<file path="src/design/ctiu_pkg.sv">
// register map, field positions and reset values of the tx port interrupt unit
// assumes an 8-bit register access port fed by the device's serial control slave
package ctiu_pkg;

  // ==========================================================================
  // widths
  localparam int unsigned ADDR_W  = 8;
  localparam int unsigned DATA_W  = 8;
  localparam int unsigned EVT_W   = 5;

  // ==========================================================================
  // register offsets
  localparam logic [7:0] PORT_STATUS_OFS   = 8'h35;
  localparam logic [7:0] IRQ_ENABLE_OFS    = 8'h36;
  localparam logic [7:0] IRQ_STATUS_OFS    = 8'h37;
  localparam logic [7:0] RSVD_SLOT_A_OFS   = 8'h38;
  localparam logic [7:0] RSVD_SLOT_B_OFS   = 8'h39;
  localparam logic [7:0] RSVD_SLOT_C_OFS   = 8'h3A;
  localparam logic [7:0] RSVD_RANGE_D_LO   = 8'h3B;
  localparam logic [7:0] RSVD_RANGE_D_HI   = 8'h3F;

  // ==========================================================================
  // enable and flag bit positions (same layout in both registers)
  localparam int unsigned PASS_ASSERT_BIT = 0;
  localparam int unsigned PASS_ERROR_BIT  = 1;
  localparam int unsigned SYNC_ASSERT_BIT = 2;
  localparam int unsigned SYNC_ERROR_BIT  = 3;
  localparam int unsigned RX_PORT_BIT     = 4;

  // port status register fields
  localparam int unsigned STS_PASS_BIT    = 0;
  localparam int unsigned STS_SYNC_BIT    = 1;
  localparam int unsigned STS_PORTNUM_BIT = 4;

  // ==========================================================================
  // reset values
  localparam logic [4:0] IRQ_ENABLE_RST  = 5'h00;
  localparam logic [4:0] IRQ_STATUS_RST  = 5'h00;
  localparam logic [7:0] RSVD_READ_VAL   = 8'h00;

endpackage : ctiu_pkg

</file>
<file path="src/design/ctiu_channel.sv">
// per tx port enable and sticky flag set with its interrupt request
// assumes event pulses and live levels synchronous to sys_clk
`timescale 1ns/1ns

module ctiu_channel
  import ctiu_pkg::*;
(
  // clock and reset
  input  wire logic                   sys_clk,
  input  wire logic                   rst,
  // register side
  input  wire logic                   en_wr,
  input  wire logic [EVT_W-1:0]       en_wdata,
  input  wire logic                   flag_rd_clr,
  // event side
  input  wire logic                   rx_irq_evt,
  input  wire logic                   rx_irq_clr,
  input  wire logic                   sync_err_evt,
  input  wire logic                   sync_level,
  input  wire logic                   pass_level,
  input  wire logic                   pass_err_evt,
  // results
  output logic      [EVT_W-1:0]       enable_ff,
  output logic      [EVT_W-1:0]       flags_ff,
  output logic                        irq_ff
);

  // ==========================================================================
  // state
  logic             sync_prev_ff;
  logic             pass_prev_ff;
  logic [EVT_W-1:0] nxt_enable;
  logic [EVT_W-1:0] nxt_flags;
  logic [EVT_W-1:0] set_vec;
  logic [EVT_W-1:0] clr_vec;
  logic             nxt_irq;

  // ==========================================================================
  // next values
  always_comb begin
    nxt_enable = en_wr ? en_wdata : enable_ff;                      // (RQ1) (RQ2) (RQ11)
    set_vec = '0;
    set_vec[RX_PORT_BIT]     = rx_irq_evt;                          // (RQ4)
    set_vec[SYNC_ERROR_BIT]  = sync_err_evt;                        // (RQ5)
    set_vec[SYNC_ASSERT_BIT] = sync_level & ~sync_prev_ff;          // (RQ6)
    set_vec[PASS_ERROR_BIT]  = pass_err_evt;                        // (RQ7)
    set_vec[PASS_ASSERT_BIT] = pass_level & ~pass_prev_ff;          // (RQ8)
    // bit 4 follows the rx port status reads, not this register's read
    clr_vec = {EVT_W{flag_rd_clr}};
    clr_vec[RX_PORT_BIT] = rx_irq_clr;                              // (RQ4)
    // set beats clear so a coincident event survives the read
    nxt_flags = (flags_ff & ~clr_vec) | set_vec;                    // (RQ14)
    nxt_irq   = |(nxt_flags & nxt_enable);                          // (RQ13)
  end

  // ==========================================================================
  // registers
  always_ff @(posedge sys_clk) begin
    if (rst) begin
      enable_ff    <= IRQ_ENABLE_RST;
      flags_ff     <= IRQ_STATUS_RST;
      irq_ff       <= 1'b0;
      sync_prev_ff <= 1'b0;
      pass_prev_ff <= 1'b0;
    end else begin
      enable_ff    <= nxt_enable;
      flags_ff     <= nxt_flags;
      irq_ff       <= nxt_irq;
      sync_prev_ff <= sync_level;
      pass_prev_ff <= pass_level;
    end
  end

endmodule : ctiu_channel

</file>
<file path="src/design/ctiu_top.sv">
// tx port interrupt unit: enable, sticky status and live port status per tx port
// assumes a one-cycle register access port from the serial control slave and
// an externally held port select value choosing the tx port copy
//
// Notes on behaviour
// (RQ1) enable bit 1 lets a pass error event raise the interrupt and resets to 0.
// (RQ2) enable bit 0 lets a pass assertion event raise the interrupt and resets to 0.
// (RQ3) the port select value picks which tx port copy a read or write reaches.
// (RQ4) status bit 4 sets on a forwarded rx port interrupt and clears on the rx status read.
// (RQ5) status bit 3 sets on a sync error, clears on read, resets to 0.
// (RQ6) status bit 2 sets when the port becomes synchronized and clears on read.
// (RQ7) status bit 1 sets when pass drops on a forwarded rx port and clears on read.
// (RQ8) status bit 0 sets when the tx port asserts pass and clears on read.
// (RQ9) slots 0x38 and 0x39 read as zero and do nothing.
// (RQ10) slots 0x3A to 0x3F read as zero and ignore writes.
// (RQ11) enable bits 4, 3 and 2 gate the rx port, sync error and sync assert events.
// (RQ12) port status bit 1 is the live sync level, forced to 0 while sync is disabled.
// (RQ13) the interrupt request stands while any flag is set with its enable.
// (RQ14) bits 7 to 5 read as zero and an event coinciding with a clearing read stays set.
`timescale 1ns/1ns

module ctiu_top
  import ctiu_pkg::*;
#(
  parameter int unsigned NUM_TX = 2
) (
  // clock and reset
  input  wire logic                      sys_clk,
  input  wire logic                      rst,
  // register access
  input  wire logic [ctiu_pkg::ADDR_W-1:0] reg_addr,
  input  wire logic                      reg_wr,
  input  wire logic [ctiu_pkg::DATA_W-1:0] reg_wdata,
  input  wire logic                      reg_rd,
  input  wire logic [7:0]                port_select,
  // per tx port events and levels
  input  wire logic [NUM_TX-1:0]         rx_irq_evt,
  input  wire logic [NUM_TX-1:0]         rx_irq_clr,
  input  wire logic [NUM_TX-1:0]         sync_err_evt,
  input  wire logic [NUM_TX-1:0]         sync_level,
  input  wire logic [NUM_TX-1:0]         sync_disable,
  input  wire logic [NUM_TX-1:0]         pass_level,
  input  wire logic [NUM_TX-1:0]         pass_err_evt,
  // results
  output logic      [ctiu_pkg::DATA_W-1:0] rd_data_ff,
  output logic                           rd_valid_ff,
  output logic      [NUM_TX-1:0]         tx_irq_ff
);

  import ctiu_pkg::*;

  // ==========================================================================
  // decode helpers
  localparam int unsigned SEL_W = (NUM_TX > 1) ? $clog2(NUM_TX) : 1;

  // any reserved slot of this range reads zero and ignores writes
  function automatic logic is_reserved(input logic [ADDR_W-1:0] a);
    is_reserved = (a == RSVD_SLOT_A_OFS) || (a == RSVD_SLOT_B_OFS) ||    // (RQ9)
                  (a == RSVD_SLOT_C_OFS) ||
                  ((a >= RSVD_RANGE_D_LO) && (a <= RSVD_RANGE_D_HI));   // (RQ10)
  endfunction : is_reserved

  // ==========================================================================
  // port selection
  logic [SEL_W-1:0] sel;
  logic             sel_ok;

  assign sel    = port_select[SEL_W-1:0];
  assign sel_ok = ({24'h0000_00, port_select} < 32'(NUM_TX));

  // ==========================================================================
  // per port channels
  logic [EVT_W-1:0] enable_q [NUM_TX];
  logic [EVT_W-1:0] flags_q  [NUM_TX];
  logic [NUM_TX-1:0] sync_eff;

  genvar gi;
  generate
    for (gi = 0; gi < NUM_TX; gi++) begin : g_port
      logic hit;

      // only the selected copy sees the access
      assign hit = sel_ok && (sel == SEL_W'(gi));                      // (RQ3)

      // sync is not reported while forwarding has it turned off
      assign sync_eff[gi] = sync_level[gi] & ~sync_disable[gi];        // (RQ12)

      ctiu_channel u_channel (
        .sys_clk      (sys_clk),
        .rst          (rst),
        .en_wr        (hit && reg_wr && (reg_addr == IRQ_ENABLE_OFS)),
        .en_wdata     (reg_wdata[EVT_W-1:0]),
        .flag_rd_clr  (hit && reg_rd && (reg_addr == IRQ_STATUS_OFS)),
        .rx_irq_evt   (rx_irq_evt[gi]),
        .rx_irq_clr   (rx_irq_clr[gi]),
        .sync_err_evt (sync_err_evt[gi]),
        .sync_level   (sync_eff[gi]),
        .pass_level   (pass_level[gi]),
        .pass_err_evt (pass_err_evt[gi]),
        .enable_ff    (enable_q[gi]),
        .flags_ff     (flags_q[gi]),
        .irq_ff       (tx_irq_ff[gi])
      );
    end
  endgenerate

  // ==========================================================================
  // read path
  logic [DATA_W-1:0] nxt_rd_data;
  logic              nxt_rd_valid;

  always_comb begin
    nxt_rd_data  = '0;
    nxt_rd_valid = reg_rd;
    if (reg_rd && sel_ok) begin
      if (reg_addr == IRQ_ENABLE_OFS) begin
        nxt_rd_data = {3'b000, enable_q[sel]};                         // (RQ14)
      end else if (reg_addr == IRQ_STATUS_OFS) begin
        // flags as they stood before the clearing read
        nxt_rd_data = {3'b000, flags_q[sel]};                          // (RQ14)
      end else if (reg_addr == PORT_STATUS_OFS) begin
        nxt_rd_data[STS_SYNC_BIT]    = sync_eff[sel];                  // (RQ12)
        nxt_rd_data[STS_PASS_BIT]    = pass_level[sel];
        nxt_rd_data[STS_PORTNUM_BIT] = sel[0];
      end else if (is_reserved(reg_addr)) begin
        nxt_rd_data = RSVD_READ_VAL;                                   // (RQ9) (RQ10)
      end
    end
  end

  always_ff @(posedge sys_clk) begin
    if (rst) begin
      rd_data_ff  <= '0;
      rd_valid_ff <= 1'b0;
    end else begin
      rd_data_ff  <= nxt_rd_data;
      rd_valid_ff <= nxt_rd_valid;
    end
  end

endmodule : ctiu_top

</file>
<file path="config.mk">
export PLATFORM = sky130hd
export DESIGN_NAME = ctiu_top
export DESIGN_NICKNAME = d
export VERILOG_FILES = /design/src/design/ctiu_pkg.sv /design/src/design/ctiu_channel.sv /design/src/design/ctiu_top.sv
export SDC_FILE = /design/constraint.sdc
export NUM_CORES = 1
export LEC_CHECK = 0
export BUFFER_PORTS_ARGS = -buffer_cell sky130_fd_sc_hd__buf_2
export CAP_MARGIN = 15
export CORE_MARGIN = 4
export CORE_UTILIZATION = 54
export CTS_BUF_LIST = sky130_fd_sc_hd__clkbuf_8
export CTS_CLUSTER_SIZE = 25
export DETAILED_ROUTE_END_ITERATION = 10
export PLACE_DENSITY = 0.95
export SYNTH_ARGS = -nofsm -noshare
export SYNTH_HDL_FRONTEND = slang
export SYNTH_SLANG_ARGS = --single-unit
export TNS_END_PERCENT = 20
</file>
<file path="constraint.sdc">
create_clock -name sys_clk -period 5.3 [get_ports sys_clk]
set_input_delay 0.265 -clock sys_clk [delete_from_list [all_inputs] [get_ports sys_clk]]
set_output_delay 0.265 -clock sys_clk [all_outputs]
set_load 0.02 [all_outputs]
</file>
==> flow_summary_export.csv <==
group,metric,value,unit
grt,grt_pass1_wl,5354,um
detailed_routing,detail_route.first_pass.iterations,4,
power,pwr-share-comb,9.6,%
clocking,cts.repair.resized,0,
synth,syn-cell-area,1415,um^2
sta,worstMarginPinSlew,0.6300,ns
hold_path,hold_depth,3,
sta,rsz0062_at_grt,"no",
detailed_routing,drc_errors,0,
floorplanning,core,2477,um^2
sta,finalSetupViolCount,0,
clocking,cts.htree.levels,2,
cells_and_area,insertedDiodeCount,0,
synth,ys_types,30,
synth,synthArstFlopShare,0,%
detailed_routing,routed_wl,3318,um
placed_design,place_hpwl,2435,um
detailed_routing,vias,1261,
synth,synth_edf_count,0,
power,power_density,289.2,nW/um^2
synth,synth_area_leader_cell,"dfxtp_1",
power,p_clk_share,39.9,%
setup_path,endpoint_kind,"flop",
sta,slew_viol_final,0,
clocking,cts_hold_buf,0,
power,switching_share,22.65,%
cells_and_area,drive_above_1_share,30.96,%
sta,fin_setup_tns,0,ns
floorplanning,ioPinCount,53,
synth,ys_seq_area_share,45.27,%
grt,grt_max_degree,27,
synth,avgSynthCellArea,9.249,um^2
hold_path,min_path_type,"input pin to flop",
floorplanning,die_x,59.19,um
floorplanning,num_rows,18,
floorplanning,dieHeight,59.19,um
setup_path,arrival,2.22,ns
clocking,clkTransAtPathRegs,0.06,ns
synth,synth_flop_cell,"dfxtp_1",
clocking,clock_sinks,32,
sta,hold_viol,0,
clocking,clk_path_buf_depth,2,
clocking,cts_tree,"built",
grt,grt_overflow,0,
setup_path,required,5.47,ns
setup_path,r2r_slack,4.25,ns
power,p_int,384.6,uW
placed_design,portBuffers,46,
synth,ys_ff_latch,32,
sta,max_freq,488.1,MHz
sta,finalCriticalPeriod,2.049,ns
detailed_routing,ant_nets,0,
power,ir_drop,0.0002292,V
synth,synth_top_area_share,45.27,%
detailed_routing,viasPerCell,5.555,
grt,first_global_vias,1254,
synth,syn_inst,153,
floorplanning,start_util,57.12,%
power,p_seq_share,50.5,%
status,status,"finished, final reports clean",
grt,track_usage,20.58,%
power,p_leak,0.8216,nW
sta,slew-limit-headroom,57.61,%
floorplanning,die_area,3503,um^2
setup_path,reg2reg_depth,3,
synth,synth_area_leaders,"dfxtp_1 45%, mux2i_1 11%, nor2_1 7.7%, a21oi_1 4.2%, nor2b_1 3.5%",
clocking,clk_latency,0.28,ns
clocking,cts_setup_buffers,0,
synth,yosys_warnings,0,
run,drv_cap,0,
setup_path,crit_type,"input pin to flop",
setup_path,crit_path_max_fanout,5,
clocking,clock-root-buffer,"clkbuf_8",
clocking,cts_buffers,5,
power,p_switching,112.6,uW
grt,antenna_found_initial,0,
setup_path,critPathLaunchType,"input pin",
placed_design,gp_congestion,0.8413,
sta,post-route-period-util,38.66,%
detailed_routing,wl_per_cell,14.62,um
cells_and_area,nNetsFinal,239,
sta,fin_worst_skew,0.002513,ns
cells_and_area,syn2layout_area_growth,21.49,%
detailed_routing,drt_iter0_drc,43,
power,finalPower,497.2,uW
==> critical path: stages <==
cell and delay [ns]:
buf_2 0.10, nor4_1 0.57, nand2_1 0.19, nor3_4 0.39
mux2i_1 0.30, o22ai_1 0.13, o31a_1 0.28
==> final cells by class <==
cell class,count,area (um^2)
Clock buffer,7,96.34
Fill cell,214,758.2
Inverter,3,11.26
Multi-Input combinational cell,109,703.2
Sequential cell,32,640.6
Tap cell,30,37.54
Timing Repair Buffer,46,230.2
==> cells by family after synthesis <==
logic type	Yosys count	synth area share (%)
compound gates	24	10.79
buf+inv	14	5.570
flops	32	45.27
mux	19	13.70
other cells	1	0.2650
simple gates	63	24.40
==> cells in the mapped netlist, types with 3 or more instances <==
cell type and count:
nor2b_1 8, inv_1 3, o22ai_1 5, buf_4 5, mux2i_1 16, mux2_2 3
a21oi_1 12, dfxtp_1 32, nand2b_1 4, nor4_1 3, nand2_1 6, clkbuf_1 4
nor2_1 29
==> stage by stage <==
| stage | std cells | setup WS (ns) | utilization [%] | cell area, um^2 | hold slack, ns |
|---|---|---|---|---|---|
| 5_1_grt | 227 | 3.083 | 69.39 | 1719 | 0.2208 |
| 3_3_place_gp | 220 | 3.007 | 65.51 | 1623 | 0.4787 |
| 2_1_floorplan | 155 | 3.242 | - | 1423 | 0.3930 |
| 3_5_place_dp | 220 | 2.937 | 65.51 | 1623 | 0.4895 |
| 6_report | 227 | 3.251 | 69.39 | 1719 | 0.2096 |
| 4_1_cts | 227 | 3.234 | 69.39 | 1719 | 0.1997 |
==> path summary, 6_finish.rpt <==
kind                                                      start                         endpoint
worst max-delay path                             port_select[3]       g_port[1].u_channel.irq_ff
worst min-delay path                              rx_irq_evt[0]  g_port[0].u_channel.flags_ff[4]
worst max register to register  g_port[0].u_channel.flags_ff[4]                    rd_data_ff[4]
worst min register to register  g_port[1].u_channel.flags_ff[1]  g_port[1].u_channel.flags_ff[1]
==> power by group through the flow <==
stage | combinational (mW) | clock [mW] | sequential (mW)
3_3_place_gp | 0.0456 | 0 | 0.256
2_1_floorplan | 0.0271 | 0 | 0.256
6_report | 0.0476 | 0.199 | 0.251
5_1_grt | 0.0522 | 0.210 | 0.252
3_5_place_dp | 0.0467 | 0 | 0.256
4_1_cts | 0.0474 | 0.202 | 0.251
==> state kept, by name, indices dropped and copies added (netlist names) <==
register	flops
g_port.u_channel.enable_ff	10
g_port.u_channel.flags_ff	10
g_port.u_channel.irq_ff	2
g_port.u_channel.pass_prev_ff	2
g_port.u_channel.sync_prev_ff	2
rd_data_ff	5
rd_valid_ff	1
==> cell usage in the layout, fill, tap and decap left out, types with 3 or more instances in the layout <==
master and n:
clkbuf_8 7, nand2_1 6, dfxtp_1 32, conb_1 3, mux2i_1 16, nor4_1 3
o22ai_1 5, nor2b_1 8, nand2b_1 4, nor2_1 29, buf_2 46, inv_1 3
mux2_2 3, a21oi_1 12
==> routing by layer <==
metal  global-route usage (%)  wire length, um  up-vias
met5                        0                0        -
met4                    13.27               95        0
met3                    4.575              272        9
li1                         -                -      612
met2                    33.07             1599       59
met1                    24.49             1349      581
(Power assumes the default switching activity.)
